### config.mk
export PLATFORM = sky130hd
export DESIGN_NAME = error_clear_gear
export DESIGN_NICKNAME = d
export VERILOG_FILES = /design/src/rtl/gear_pkg.sv /design/src/rtl/error_clear_gear.sv /design/src/rtl/gear_scaler.sv
export SDC_FILE = /design/constraint.sdc
export NUM_CORES = 2
export LEC_CHECK = 0
export ABC_AREA = 0
export BUFFER_PORTS_ARGS = -buffer_cell sky130_fd_sc_hd__clkbuf_2
export CORE_ASPECT_RATIO = 0.5
export CORE_UTILIZATION = 50
export CTS_BUF_LIST = sky130_fd_sc_hd__clkbuf_16
export DETAILED_ROUTE_END_ITERATION = 16
export PLACE_DENSITY = 0.66
export SLEW_MARGIN = 0
export SYNTH_ARGS = -nofsm -noshare
export SYNTH_HDL_FRONTEND = slang
export SYNTH_SLANG_ARGS = --single-unit
### constraint.sdc
create_clock -name clk -period 16.19 [get_ports clk]
set_clock_uncertainty 0.05 [all_clocks]
set_input_delay 0.8095 -clock clk [delete_from_list [all_inputs] [get_ports clk]]
set_output_delay 0.8095 -clock clk [all_outputs]
set_load 0.005 [all_outputs]
### src/rtl/gear_pkg.sv
// Constants, register map and carrier types for the error clear and electronic gear block
// Notes on behaviour
// - While the clear input is low the position error counter is forced to zero.
// - While the clear input is asserted the position loop is suspended.
// - Clear mode: on servo-off only; never; on servo-off or over-travel unless zero clamp.
// - Gear width setting picks the 16-bit pair or the 32-bit split parameters.
// - 16-bit mode scales reference pulses by short numerator over short denominator.
// - 32-bit mode ratio is (high*10000+low) over (high*10000+low).
// - One motor revolution is encoder lines times four feedback pulses.
// - Each reference pulse is one reference unit converted through the gear ratio.
package gear_pkg;

    // Register byte offsets on the Avalon-MM slave
    localparam logic [5:0] OFS_CLEAR_MODE = 6'h00;
    localparam logic [5:0] OFS_GEAR_WIDTH = 6'h04;
    localparam logic [5:0] OFS_NUM_SHORT = 6'h08;
    localparam logic [5:0] OFS_DEN_SHORT = 6'h0C;
    localparam logic [5:0] OFS_NUM_HIGH = 6'h10;
    localparam logic [5:0] OFS_NUM_LOW = 6'h14;
    localparam logic [5:0] OFS_DEN_HIGH = 6'h18;
    localparam logic [5:0] OFS_DEN_LOW = 6'h1C;
    localparam logic [5:0] OFS_CONTROL = 6'h20;
    localparam logic [5:0] OFS_STATUS = 6'h24;
    localparam logic [5:0] OFS_ERROR = 6'h28;
    localparam logic [5:0] OFS_REVS = 6'h2C;

    // Field positions
    localparam int CTRL_RESTART_BIT = 0;
    localparam int STAT_CLEAR_BIT = 0;
    localparam int STAT_LOOP_BIT = 1;
    localparam int STAT_WIDTH_BIT = 2;
    localparam int STAT_BUSY_BIT = 3;

    // Reset values of the parameter registers
    localparam logic [15:0] RST_CLEAR_MODE = 16'h0000;
    localparam logic [15:0] RST_GEAR_WIDTH = 16'h0000;
    localparam logic [15:0] RST_NUM_SHORT = 16'h0001;
    localparam logic [15:0] RST_DEN_SHORT = 16'h0001;
    localparam logic [15:0] RST_NUM_HIGH = 16'h0000;
    localparam logic [15:0] RST_NUM_LOW = 16'h0001;
    localparam logic [15:0] RST_DEN_HIGH = 16'h0000;
    localparam logic [15:0] RST_DEN_LOW = 16'h0001;

    // Weight of the high part in the 32-bit gear form
    localparam logic [15:0] SPLIT_WEIGHT = 16'h2710;
    // Encoder lines per revolution and quadrature factor
    localparam int ENCODER_LINES = 32768;
    localparam int QUAD_FACTOR = 4;

    typedef enum logic [1:0] {
        CLR_ON_SERVO_OFF = 2'b00,
        CLR_NEVER = 2'b01,
        CLR_ON_OFF_OR_OT = 2'b10
    } clear_mode_t;

    // Software-written parameter set
    typedef struct packed {
        logic [15:0] clear_mode;
        logic [15:0] gear_width;
        logic [15:0] num_short;
        logic [15:0] den_short;
        logic [15:0] num_high;
        logic [15:0] num_low;
        logic [15:0] den_high;
        logic [15:0] den_low;
    } param_set_t;

    // Parameter values in force since the last restart
    typedef struct packed {
        logic [1:0] clear_mode;
        logic wide;
        logic [31:0] num;
        logic [31:0] den;
    } active_cfg_t;

endpackage

### src/rtl/error_clear_gear.sv
// Position front end: electronic gear, error counter and its clear logic, Avalon-MM registers
`timescale 1ns/10ps
module error_clear_gear #(
    parameter int ERR_W = 32,
    parameter int LINES = gear_pkg::ENCODER_LINES
) (
    // Clock, reset, enable
    input wire logic clk,
    input wire logic rst,
    input wire logic ce,
    // Avalon-MM slave
    input wire logic [5:0] address,
    input wire logic read,
    input wire logic write,
    input wire logic [31:0] writedata,
    output logic [31:0] readdata,
    output logic waitrequest,
    // Clear pin from the host controller
    input wire logic error_counter_clear_n,
    // Drive state from neighbouring logic
    input wire logic servo_on,
    input wire logic over_travel,
    input wire logic zero_clamp,
    // Decoded reference pulses and encoder feedback pulses
    input wire logic ref_pulse,
    input wire logic ref_dir,
    input wire logic fb_pulse,
    input wire logic fb_dir,
    // To the position loop
    output logic signed [ERR_W-1:0] position_error,
    output logic position_loop_enable
);
    localparam int REV_COUNTS = LINES * gear_pkg::QUAD_FACTOR;
    localparam int REV_W = $clog2(REV_COUNTS);

    // Register file and active configuration
    gear_pkg::param_set_t regs, next_regs;
    gear_pkg::active_cfg_t active, next_active;
    logic restart_req, next_restart_req;
    logic next_waitrequest;
    logic [31:0] next_readdata;
    logic bus_req, bus_done;

    // Clear pin synchroniser
    logic clr_s1, clr_s2, clr_s3, clr_pin_low, next_clr_pin_low;

    // Error path
    logic signed [ERR_W-1:0] next_error;
    logic next_loop_enable;
    logic [15:0] pending, next_pending;
    logic pending_dir, next_pending_dir;
    logic [REV_W-1:0] fb_phase, next_fb_phase;
    logic signed [31:0] revs, next_revs;
    logic auto_clear, clear_now, scaler_start, scaler_busy, delta_valid;
    logic signed [32:0] delta;
    logic [31:0] num_calc, den_calc;

    assign bus_req = read | write;
    assign bus_done = bus_req & ~waitrequest;

    // Ratio that a restart brings into force
    always_comb begin
        if (regs.gear_width != 16'h0000) begin
            num_calc = 32'(regs.num_high) * 32'(gear_pkg::SPLIT_WEIGHT) + 32'(regs.num_low);
            den_calc = 32'(regs.den_high) * 32'(gear_pkg::SPLIT_WEIGHT) + 32'(regs.den_low);
        end else begin
            num_calc = 32'(regs.num_short);
            den_calc = 32'(regs.den_short);
        end
    end

    // Register writes, restart and read data
    always_comb begin
        next_regs = regs;
        next_active = active;
        next_restart_req = 1'b0;
        next_readdata = readdata;
        // Answer on the second cycle of a request, then drop the answer
        next_waitrequest = ~(bus_req & waitrequest);
        if (restart_req) begin
            // Staged values only enter service here
            next_active.clear_mode = regs.clear_mode[1:0];
            next_active.wide = (regs.gear_width != 16'h0000);
            next_active.num = num_calc;
            next_active.den = (den_calc == 32'h0000_0000) ? 32'h0000_0001 : den_calc;
        end
        if (write & bus_done) begin
            unique case (address)
                gear_pkg::OFS_CLEAR_MODE: next_regs.clear_mode = writedata[15:0];
                gear_pkg::OFS_GEAR_WIDTH: next_regs.gear_width = writedata[15:0];
                gear_pkg::OFS_NUM_SHORT: next_regs.num_short = writedata[15:0];
                gear_pkg::OFS_DEN_SHORT: next_regs.den_short = writedata[15:0];
                gear_pkg::OFS_NUM_HIGH: next_regs.num_high = writedata[15:0];
                gear_pkg::OFS_NUM_LOW: next_regs.num_low = writedata[15:0];
                gear_pkg::OFS_DEN_HIGH: next_regs.den_high = writedata[15:0];
                gear_pkg::OFS_DEN_LOW: next_regs.den_low = writedata[15:0];
                gear_pkg::OFS_CONTROL: next_restart_req = writedata[gear_pkg::CTRL_RESTART_BIT];
                default: ;
            endcase
        end
        if (read & waitrequest) begin
            unique case (address)
                gear_pkg::OFS_CLEAR_MODE: next_readdata = {16'h0000, regs.clear_mode};
                gear_pkg::OFS_GEAR_WIDTH: next_readdata = {16'h0000, regs.gear_width};
                gear_pkg::OFS_NUM_SHORT: next_readdata = {16'h0000, regs.num_short};
                gear_pkg::OFS_DEN_SHORT: next_readdata = {16'h0000, regs.den_short};
                gear_pkg::OFS_NUM_HIGH: next_readdata = {16'h0000, regs.num_high};
                gear_pkg::OFS_NUM_LOW: next_readdata = {16'h0000, regs.num_low};
                gear_pkg::OFS_DEN_HIGH: next_readdata = {16'h0000, regs.den_high};
                gear_pkg::OFS_DEN_LOW: next_readdata = {16'h0000, regs.den_low};
                gear_pkg::OFS_STATUS: begin
                    next_readdata = 32'h0000_0000;
                    next_readdata[gear_pkg::STAT_CLEAR_BIT] = clear_now;
                    next_readdata[gear_pkg::STAT_LOOP_BIT] = position_loop_enable;
                    next_readdata[gear_pkg::STAT_WIDTH_BIT] = active.wide;
                    next_readdata[gear_pkg::STAT_BUSY_BIT] = scaler_busy;
                end
                gear_pkg::OFS_ERROR: next_readdata = 32'(position_error);
                gear_pkg::OFS_REVS: next_readdata = revs;
                default: next_readdata = 32'h0000_0000;
            endcase
        end
    end

    always_ff @(posedge clk) begin
        if (rst) begin
            regs <= {gear_pkg::RST_CLEAR_MODE, gear_pkg::RST_GEAR_WIDTH,
                     gear_pkg::RST_NUM_SHORT, gear_pkg::RST_DEN_SHORT,
                     gear_pkg::RST_NUM_HIGH, gear_pkg::RST_NUM_LOW,
                     gear_pkg::RST_DEN_HIGH, gear_pkg::RST_DEN_LOW};
            active <= {2'(gear_pkg::RST_CLEAR_MODE), 1'b0,
                       32'(gear_pkg::RST_NUM_SHORT), 32'(gear_pkg::RST_DEN_SHORT)};
            restart_req <= 1'b0;
            readdata <= 32'h0000_0000;
            waitrequest <= 1'b1;
        end else if (ce) begin
            regs <= next_regs;
            active <= next_active;
            restart_req <= next_restart_req;
            readdata <= next_readdata;
            waitrequest <= next_waitrequest;
        end
    end

    // Pin level counts once the second and third stages agree
    always_comb begin
        next_clr_pin_low = clr_pin_low;
        if (clr_s2 == clr_s3) begin
            next_clr_pin_low = ~clr_s3;
        end
    end

    always_ff @(posedge clk) begin
        if (rst) begin
            clr_s1 <= 1'b1;
            clr_s2 <= 1'b1;
            clr_s3 <= 1'b1;
            clr_pin_low <= 1'b0;
        end else if (ce) begin
            clr_s1 <= error_counter_clear_n;
            clr_s2 <= clr_s1;
            clr_s3 <= clr_s2;
            clr_pin_low <= next_clr_pin_low;
        end
    end

    // Automatic clear by mode
    always_comb begin
        unique case (gear_pkg::clear_mode_t'(active.clear_mode))
            gear_pkg::CLR_ON_SERVO_OFF: auto_clear = ~servo_on;
            gear_pkg::CLR_NEVER: auto_clear = 1'b0;
            gear_pkg::CLR_ON_OFF_OR_OT: auto_clear = (~servo_on | over_travel) & ~zero_clamp;
            default: auto_clear = 1'b0;
        endcase
    end

    assign clear_now = clr_pin_low | auto_clear;
    assign scaler_start = ~clear_now & ~scaler_busy & ~delta_valid & (pending != 16'h0000);

    gear_scaler #(
        .W(32)
    ) u_scaler (
        .clk(clk),
        .rst(rst),
        .ce(ce),
        .flush(clear_now),
        .num(active.num),
        .den(active.den),
        .start(scaler_start),
        .dir(pending_dir),
        .busy(scaler_busy),
        .delta_valid(delta_valid),
        .delta(delta)
    );

    // Reference units queue, error counter and feedback position
    always_comb begin
        next_pending = pending;
        next_pending_dir = pending_dir;
        next_error = position_error;
        next_fb_phase = fb_phase;
        next_revs = revs;
        next_loop_enable = ~clear_now;
        // Queue reference units of one direction while the scaler is busy
        if (scaler_start) begin
            next_pending = pending - 16'h0001;
        end
        if (ref_pulse) begin
            if (next_pending == 16'h0000 || ref_dir == pending_dir) begin
                next_pending_dir = ref_dir;
                next_pending = next_pending + 16'h0001;
            end else begin
                next_pending = next_pending - 16'h0001;
            end
        end
        // Scaled reference in, feedback out
        if (delta_valid) begin
            next_error = next_error + ERR_W'(delta);
        end
        if (fb_pulse) begin
            next_error = fb_dir ? next_error + ERR_W'(1) : next_error - ERR_W'(1);
            // Revolution is lines times four counts
            if (!fb_dir) begin
                if (fb_phase == REV_W'(REV_COUNTS - 1)) begin
                    next_fb_phase = '0;
                    next_revs = revs + 32'sd1;
                end else begin
                    next_fb_phase = fb_phase + REV_W'(1);
                end
            end else if (fb_phase == '0) begin
                next_fb_phase = REV_W'(REV_COUNTS - 1);
                next_revs = revs - 32'sd1;
            end else begin
                next_fb_phase = fb_phase - REV_W'(1);
            end
        end
        if (clear_now) begin
            next_error = '0;
            next_pending = 16'h0000;
        end
    end

    always_ff @(posedge clk) begin
        if (rst) begin
            pending <= 16'h0000;
            pending_dir <= 1'b0;
            position_error <= '0;
            position_loop_enable <= 1'b0;
            fb_phase <= '0;
            revs <= 32'sd0;
        end else if (ce) begin
            pending <= next_pending;
            pending_dir <= next_pending_dir;
            position_error <= next_error;
            position_loop_enable <= next_loop_enable;
            fb_phase <= next_fb_phase;
            revs <= next_revs;
        end
    end
endmodule

### src/rtl/gear_scaler.sv
// Electronic gear scaler: one reference unit into a signed count of feedback pulses
`timescale 1ns/10ps
module gear_scaler #(
    parameter int W = 32
) (
    // Clock and control
    input wire logic clk,
    input wire logic rst,
    input wire logic ce,
    input wire logic flush,
    // Ratio in force
    input wire logic [W-1:0] num,
    input wire logic [W-1:0] den,
    // One reference unit to convert
    input wire logic start,
    input wire logic dir,
    output logic busy,
    // Result
    output logic delta_valid,
    output logic signed [W:0] delta
);
    typedef enum logic [0:0] {
        S_IDLE = 1'b0,
        S_DIV = 1'b1
    } div_state_t;

    localparam int CW = $clog2(W + 2);

    div_state_t state, next_state;
    logic signed [W:0] rem, next_rem;
    logic [W:0] dividend, next_dividend;
    logic [W:0] quot, next_quot;
    logic [W:0] part, next_part;
    logic neg, next_neg;
    logic [CW-1:0] cnt, next_cnt;
    logic next_valid;
    logic signed [W:0] next_delta;
    logic signed [W+1:0] sum;
    logic [W+1:0] trial;
    logic [W-1:0] den_safe;

    assign busy = (state == S_DIV);

    always_comb begin
        next_state = state;
        next_rem = rem;
        next_dividend = dividend;
        next_quot = quot;
        next_part = part;
        next_neg = neg;
        next_cnt = cnt;
        next_valid = 1'b0;
        next_delta = delta;
        den_safe = (den == '0) ? W'(1) : den;
        // Carry the remainder so the ratio holds exactly over many pulses
        sum = dir ? ((W + 2)'(rem) - (W + 2)'(signed'({1'b0, num})))
                  : ((W + 2)'(rem) + (W + 2)'(signed'({1'b0, num})));
        trial = {part, dividend[W]} - {2'b00, den_safe};
        if (flush) begin
            next_state = S_IDLE;
            next_rem = '0;
        end else begin
            unique case (state)
                S_IDLE: begin
                    if (start) begin
                        next_neg = sum[W + 1];
                        next_dividend = sum[W + 1] ? (W + 1)'(-sum) : sum[W:0];
                        next_part = '0;
                        next_quot = '0;
                        next_cnt = CW'(W + 1);
                        next_state = S_DIV;
                    end
                end
                S_DIV: begin
                    // Restoring division of the unit sum by the denominator
                    next_dividend = {dividend[W-1:0], 1'b0};
                    if (!trial[W + 1]) begin
                        next_part = trial[W:0];
                        next_quot = {quot[W-1:0], 1'b1};
                    end else begin
                        next_part = {part[W-1:0], dividend[W]};
                        next_quot = {quot[W-1:0], 1'b0};
                    end
                    next_cnt = cnt - CW'(1);
                    if (cnt == CW'(1)) begin
                        next_state = S_IDLE;
                        next_valid = 1'b1;
                        next_delta = neg ? -signed'(next_quot) : signed'(next_quot);
                        next_rem = neg ? -signed'(next_part) : signed'(next_part);
                    end
                end
            endcase
        end
    end

    always_ff @(posedge clk) begin
        if (rst) begin
            state <= S_IDLE;
            rem <= '0;
            dividend <= '0;
            quot <= '0;
            part <= '0;
            neg <= 1'b0;
            cnt <= '0;
            delta_valid <= 1'b0;
            delta <= '0;
        end else if (ce) begin
            state <= next_state;
            rem <= next_rem;
            dividend <= next_dividend;
            quot <= next_quot;
            part <= next_part;
            neg <= next_neg;
            cnt <= next_cnt;
            delta_valid <= next_valid;
            delta <= next_delta;
        end
    end
endmodule

* Yosys cells after proc, flatten, opt, wreduce, memory -nomap -nowiden *
Cells that the tools add are included.

operators by class
  add/sub/neg operators = 19
  $mul = 2
  divide/modulo/power cells = 0
  $lt $le $gt $ge = 0
  equality and inequality tests = 18
  shift operators = 0
  muxes and demuxes = 49
  bitwise operators = 19
  reduce and logical (&&, ||, !) cells = 30

operator list
  operator                                              count
  two-way mux 32 bit                                    12
  case mux 32 bit (11 select lines)                     1
  two-way mux 33 bit                                    10
  case mux 33 bit (2 select lines)                      2
  negation 33 bit                                       2
  adder 32 x 2 -> 32 bit (second input constant)        2
  logical NOT 32 bit                                    2
  two-way mux 16 bit                                    4
  subtractor 32 x 2 -> 32 bit (second input constant)   2
  adder 30 x 16 -> 31 bit                               2
  two-way mux 31 bit                                    2
  case mux 31 bit (2 select lines)                      1
  multiplier 16 x 10 -> 26 bit (second input constant)  2
  two-way mux 17 bit                                    3
  adder 33 x 33 -> 34 bit                               1
  two-way mux 34 bit                                    1
  subtractor 33 x 33 -> 34 bit                          1
  subtractor 34 x 32 -> 34 bit                          1
  AND reduction 3 bit                                   11
  adder 32 bit                                          1
  negation 32 bit                                       1
  nonzero test 16 bit                                   2
  subtractor 16 x 1 -> 16 bit (second input constant)   2
  == test 6 x 5 -> 1 bit (second input constant)        4
  28 further kinds                                      65

storage, ports and cells
  register bits = 503
  latch bits = 0
  bits in writable memories = 0
  bits in read-only memories = 0
  input port bits = 51
  output and inout bits = 66
  logic and storage cells = 171
  memories kept = 0

* Logic depth before layout (Yosys ltp) *
  depth in word-level cells = 15
  mapped depth = 26
  depth with buffers taken out = 26

* By module *
Synthesis repeated with hierarchy kept, for this count alone.

unflattened totals
  cell total of the unflattened synthesis = 5390
  area, all modules = 41064.4 µm²

modules (own cells, without submodules)
  module            times used  cells each  area each (µm²)  sequential area each (µm²)
  error_clear_gear  1           3495        26859.5          6606.3
  gear_scaler       1           1895        14204.9          3463.3

* Worst setup path before layout *
OpenSTA, ideal clock, no wires.

  path kind = in2reg
  start point = input port servo_on
  end point = register pending[15]
  setup time = 95 ps
  arrival = 6090 ps
  required time = 16045 ps
  path slack = 9955 ps
  stages = 23
  path buffers = 1
  path through = a21bo_2 > a21oi_1 > and4_1 > clkbuf_1 > and3_1 > nand3b_1 > xor2_1 > or4b_1 > o41ai_2 > inv_1 > ha_1 > a21oi_1 > o21ai_0 > a21o_1 > or3_1 > o22ai_1 > o21ai_0 > o21a_1 > a211oi_1 > xor2_1 > nand2_1 > xor2_1 > o311ai_1

between the ends
  cells in the longest elaborated chain, start to end = 15
  elaborated cells between the ends (all ways) = 17
  classes of those cells = add/sub: 2; mux: 5; bitwise: 8; reduce/logical: 2

RTL lines
  element                                                                              RTL line                                          source
  start: declaration                                                                   error_clear_gear.sv:21                            input wire logic servo_on,
  inverter 1 bit (*)                                                                   error_clear_gear.sv:170, error_clear_gear.sv:172
  OR 1 bit                                                                             error_clear_gear.sv:172                           gear_pkg::CLR_ON_OFF_OR_OT: auto_clear = (~servo_on | over_travel) & ~zero_clamp;
  AND 1 bit                                                                            error_clear_gear.sv:172
  case mux 1 bit (2 select lines) (*)                                                  error_clear_gear.sv:169                           unique case (gear_pkg::clear_mode_t'(active.clear_mode))
  OR 1 bit (*)                                                                         error_clear_gear.sv:177                           assign clear_now = clr_pin_low | auto_clear;
  parallel branches: the longest is 9 deep, another holds subtractor 16 x 1 -> 16 bit  n/a
  two-way mux 16 bit (*)                                                               error_clear_gear.sv:237                           if (clear_now) begin
  end signal: assignment                                                               error_clear_gear.sv:252                           pending <= next_pending;
  end: declaration                                                                     error_clear_gear.sv:50                            logic [15:0] pending, next_pending;

Mark *: on every way between the ends.
A chain may end at the register's enable or synchronous reset.

* Worst setup path in the final report *
  start point = register u_scaler.state (netlist: u_scaler.busy)
  end point = register pending[15]

between the ends
  cells in the longest elaborated chain, start to end = 10
  elaborated cells between the ends (all ways) = 12
  classes of those cells = add/sub: 2; mux: 4; bitwise: 4; reduce/logical: 2

RTL lines
  element                                                                              RTL line                 source
  start: declaration                                                                   gear_scaler.sv:29        div_state_t state, next_state;
  start signal: assignment                                                             gear_scaler.sv:108       state <= next_state;
  inverter 1 bit (*)                                                                   error_clear_gear.sv:178  assign scaler_start = ~clear_now & ~scaler_busy & ~delta_valid & (pending != 16'h0000);
  AND 1 bit (*) (3 in a row)                                                           error_clear_gear.sv:178
  two-way mux 16 bit (*)                                                               error_clear_gear.sv:205  if (scaler_start) begin
  parallel branches: the longest is 3 deep, another holds subtractor 16 x 1 -> 16 bit  n/a
  two-way mux 16 bit (*)                                                               error_clear_gear.sv:208  if (ref_pulse) begin
  two-way mux 16 bit (*)                                                               error_clear_gear.sv:237

Marked as above.

==> flow_summary_export.csv <==
group,metric,value,unit
outcome,status,"complete, no violations",
synth,synthTopCellsByArea,"dfxtp_1, ha_1, nand2_1",
timing,setup_viol,0,
worst_setup_path,worst-path-buf-inv,3,
synth,synth-seq-cells,501,
timing,slew_headroom,21.4,%
worst_setup_path,cpMostUsedCell,"xor2_1",
cells_and_area,drive_above_1_share,6.24,%
clock_tree,cts_buffers,51,
cells_and_area,areaGrowthSynthToFinish,6.93,%
synth,ys_seq_area_share,25.0,%
clock_tree,cts.clk_slew.worst_paths,0.06,ns
placed_design,io_buffers,100,
worst_hold_path,hp-class,"input port to flip-flop",
synth,synth.distinct_cells,102,
timing,worst_slack,8.91,ns
detailed_routing,routedWlPerCell,20.4,um
die,io_pins,117,
worst_setup_path,critical-path-top-delay-family,"compound AO/OA/AOI/OAI gates",
detailed_routing,drcViolationCount,0,
timing,worst_slew_pin_slew,1.18,ns
worst_setup_path,cp_slowest_stage_delay,0.63,ns
placed_design,gp_congestion,0.996,
global_routing,grt_pass1_vias,35700,
global_routing,grt_max_degree,102,
timing,fmax,137,MHz
synth,synth_common_cells,"nand2_1, dfxtp_1, nor2_1",
worst_setup_path,cp.arrival,7.75,ns
power,p_seq_share,25.4,%
synth,netlist.area_leader.share,25.0,%
power,intPower,3.00,mW
synth,syn-cell-area,40000,sq um
power,swShare,44.5,%
timing,report.final.hold_viol_count,0,
placed_design,place_hpwl,94100,um
clock_tree,clk_path_buf_depth,3,
run,cap_violations,0,
power,switching_power,2.41,mW
detailed_routing,vias,38200,
timing,slew_violations,0,
clock_tree,cts-htree-levels,2,
worst_setup_path,worstSetupStartpointType,"flip-flop",
timing,final.min_clock_period,7.28,ns
cells_and_area,fillCellCount,7417,
power,clockPowerShare,22.6,%
power,ir_drop,0.238,mV
timing,period_share,45.0,%
clock_tree,post_cts_buffers,0,
power,power_density,126,nW/um^2
timing,final.setup.tns,0,ns
die,die-area,81300,sq um
worst_setup_path,slowest_stage,"and4_1",
synth,synth_cells,5193,
synth,yosysMostFrequentCell,"nand2_1",
worst_setup_path,crit_chain,"buf_4 > clkinv_1 > and4_1 > nand3_1 > xor2_1 > nand4_1 > or4b_1 > o41ai_2 > inv_1 > ha_1 > a21oi_1 > o21ai_0 > a21o_1 > or3_1 > o22ai_1 > o21ai_0 > o21a_1 > a211oi_1 > xor2_1 > nand2_1 > xor2_1 > o311ai_1",
die,row_count,72,
clock_tree,holdBufCountCts,0,
die,start_util,51.1,%
detailed_routing,finalWirelength,127000,um
power,p_comb_share,52.0,%
placed_design,pre_cts_slack,8.63,ns
power,leakage,18.2,nW
synth,syn_nets,5666,
synth,yosys_warnings,0,
synth,async_reset_ff_share,0,%
clock_tree,cts_tree,"yes",
synth,avgSynthCellArea,7.71,sq um
detailed_routing,drt_pass1_iterations,9,
die,die_w,402,um
detailed_routing,via_per_inst,6.16,
global_routing,antenna_found_initial,1,
clock_tree,cts_root_buf,"clkbuf_16",
worst_setup_path,cp.required,16.66,ns
detailed_routing,drt_iter0_drc,3798,
global_routing,grt_pass1_wl,198000,um
synth,synth_largest_area_cell,"dfxtp_1",
global_routing,overflow,0,
clock_tree,clk_latency,0.65,ns
worst_setup_path,worstPathMaxFanout,26,
worst_setup_path,crit_type,"flip-flop to flip-flop",
timing,grt_setup_unrepaired,"false",
die,core,78300,sq um
synth,synth_edf_count,0,
clock_tree,cts_resized,0,
synth,synth_flop_cell,"dfxtp_1",
clock_tree,cts.sinks,501,
worst_setup_path,end_kind,"flip-flop",
detailed_routing,final_antenna_net_count,0,
cells_and_area,final_nets,5590,
die,die-height,202,um
global_routing,track_usage,30.3,%
-- metrics by stage --
step	instance area [sq um]	hold slack (ns)	power [mW]	std cells	utilization [%]
floorplan	40000	0.378	3.54	5193	-
CTS	42800	0.365	5.38	6195	54.7
global route	42800	0.414	5.76	6195	54.7
global placement	41200	0.385	4.08	6100	52.6
detailed placement	41200	0.398	4.15	6100	52.6
finish	42800	0.403	5.41	6196	54.7
-- layer usage --
layer / vias to the layer above / part of all wire [%] / GRT usage [%]
li1: 18400 / - / -
met4: 0 / 3.4 / 10.6
met2: 1332 / 42 / 46.4
met5: - / 0 / 0
met3: 271 / 8.3 / 5.46
met1: 18100 / 46 / 42.7
-- worst register-to-register path, stage by stage (launching register included) --
cell and delay, ns:
dfxtp_1 0.31, buf_4 0.31, clkinv_1 0.62, and4_1 0.64, nand3_1 0.27, xor2_1 0.24
nand4_1 0.12, or4b_1 0.58, o41ai_2 0.50, inv_1 0.44, ha_1 0.48, a21oi_1 0.14
o21ai_0 0.10, a21o_1 0.21, or3_1 0.31, o22ai_1 0.28, o21ai_0 0.24, o21a_1 0.26
a211oi_1 0.26, xor2_1 0.29, nand2_1 0.11, xor2_1 0.17, o311ai_1 0.24
-- layout by cell type, fill, tap and decap left out, types with 110 or more instances in the layout --
cell	synthesis	routed
a21o_1	110	110
a21oi_1	475	474
dfxtp_1	501	500
ha_1	344	344
inv_1	341	347
nand2_1	638	637
nor2_1	487	480
nor3_1	118	118
o21ai_0	207	207
xnor2_1	196	195
xor2_1	148	148
-- state kept, by name, summed over array words and instances, names as in the netlist, 6 cells and up --
register,flops
active,65
position_error,32
regs,128
readdata,32
fb_phase,17
u_scaler.dividend,33
u_scaler.delta,32
pending,16
u_scaler.part,33
u_scaler.rem,33
u_scaler.quot,31
revs,32
u_scaler.cnt,6
-- cell families after synthesis --
group                    share of synthesized area, %
AND/OR/NAND/NOR                                  20.1
adder cells (fa/ha/maj)                          14.6
buffers and inverters                            5.97
multiplexers                                     2.00
flip-flops                                       25.0
XOR/XNOR                                         7.61
AO/OA/AOI/OAI                                    24.6
-- power groups by stage --
stage               Clock [mW]  Sequential [mW]  Combinational [mW]
finish                    1.22             1.37                2.81
global route              1.29             1.38                3.10
CTS                       1.24             1.37                2.77
detailed placement           0             1.39                2.75
global placement             0             1.39                2.69
floorplan                    0             1.36                2.18
-- cell type report --
type,count,area [sq um],area share (%)
Multi-Input combinational cell,4072,27700,64.6
Antenna cell,1,2.50,0.00584
Timing Repair Buffer,147,863,2.02
Clock buffer,51,1280,2.98
Sequential cell,501,10000,23.4
Clock inverter,44,378,0.883
Inverter,344,1290,3.02
Tap cell,1036,1300,3.03
-- path summary, 6_finish.rpt --
kind                                             from  depth (start not counted)  slack [ns]              endpoint
worst max-delay path                    u_scaler.busy                         22        8.91           pending[15]
worst min-delay path            error_counter_clear_n                          3        0.40                clr_s1
worst max register to register          u_scaler.busy                         22        8.91           pending[15]
worst min register to register   u_scaler.dividend[8]                          2        0.41  u_scaler.dividend[8]
Power figures use the tool's default switching activity.
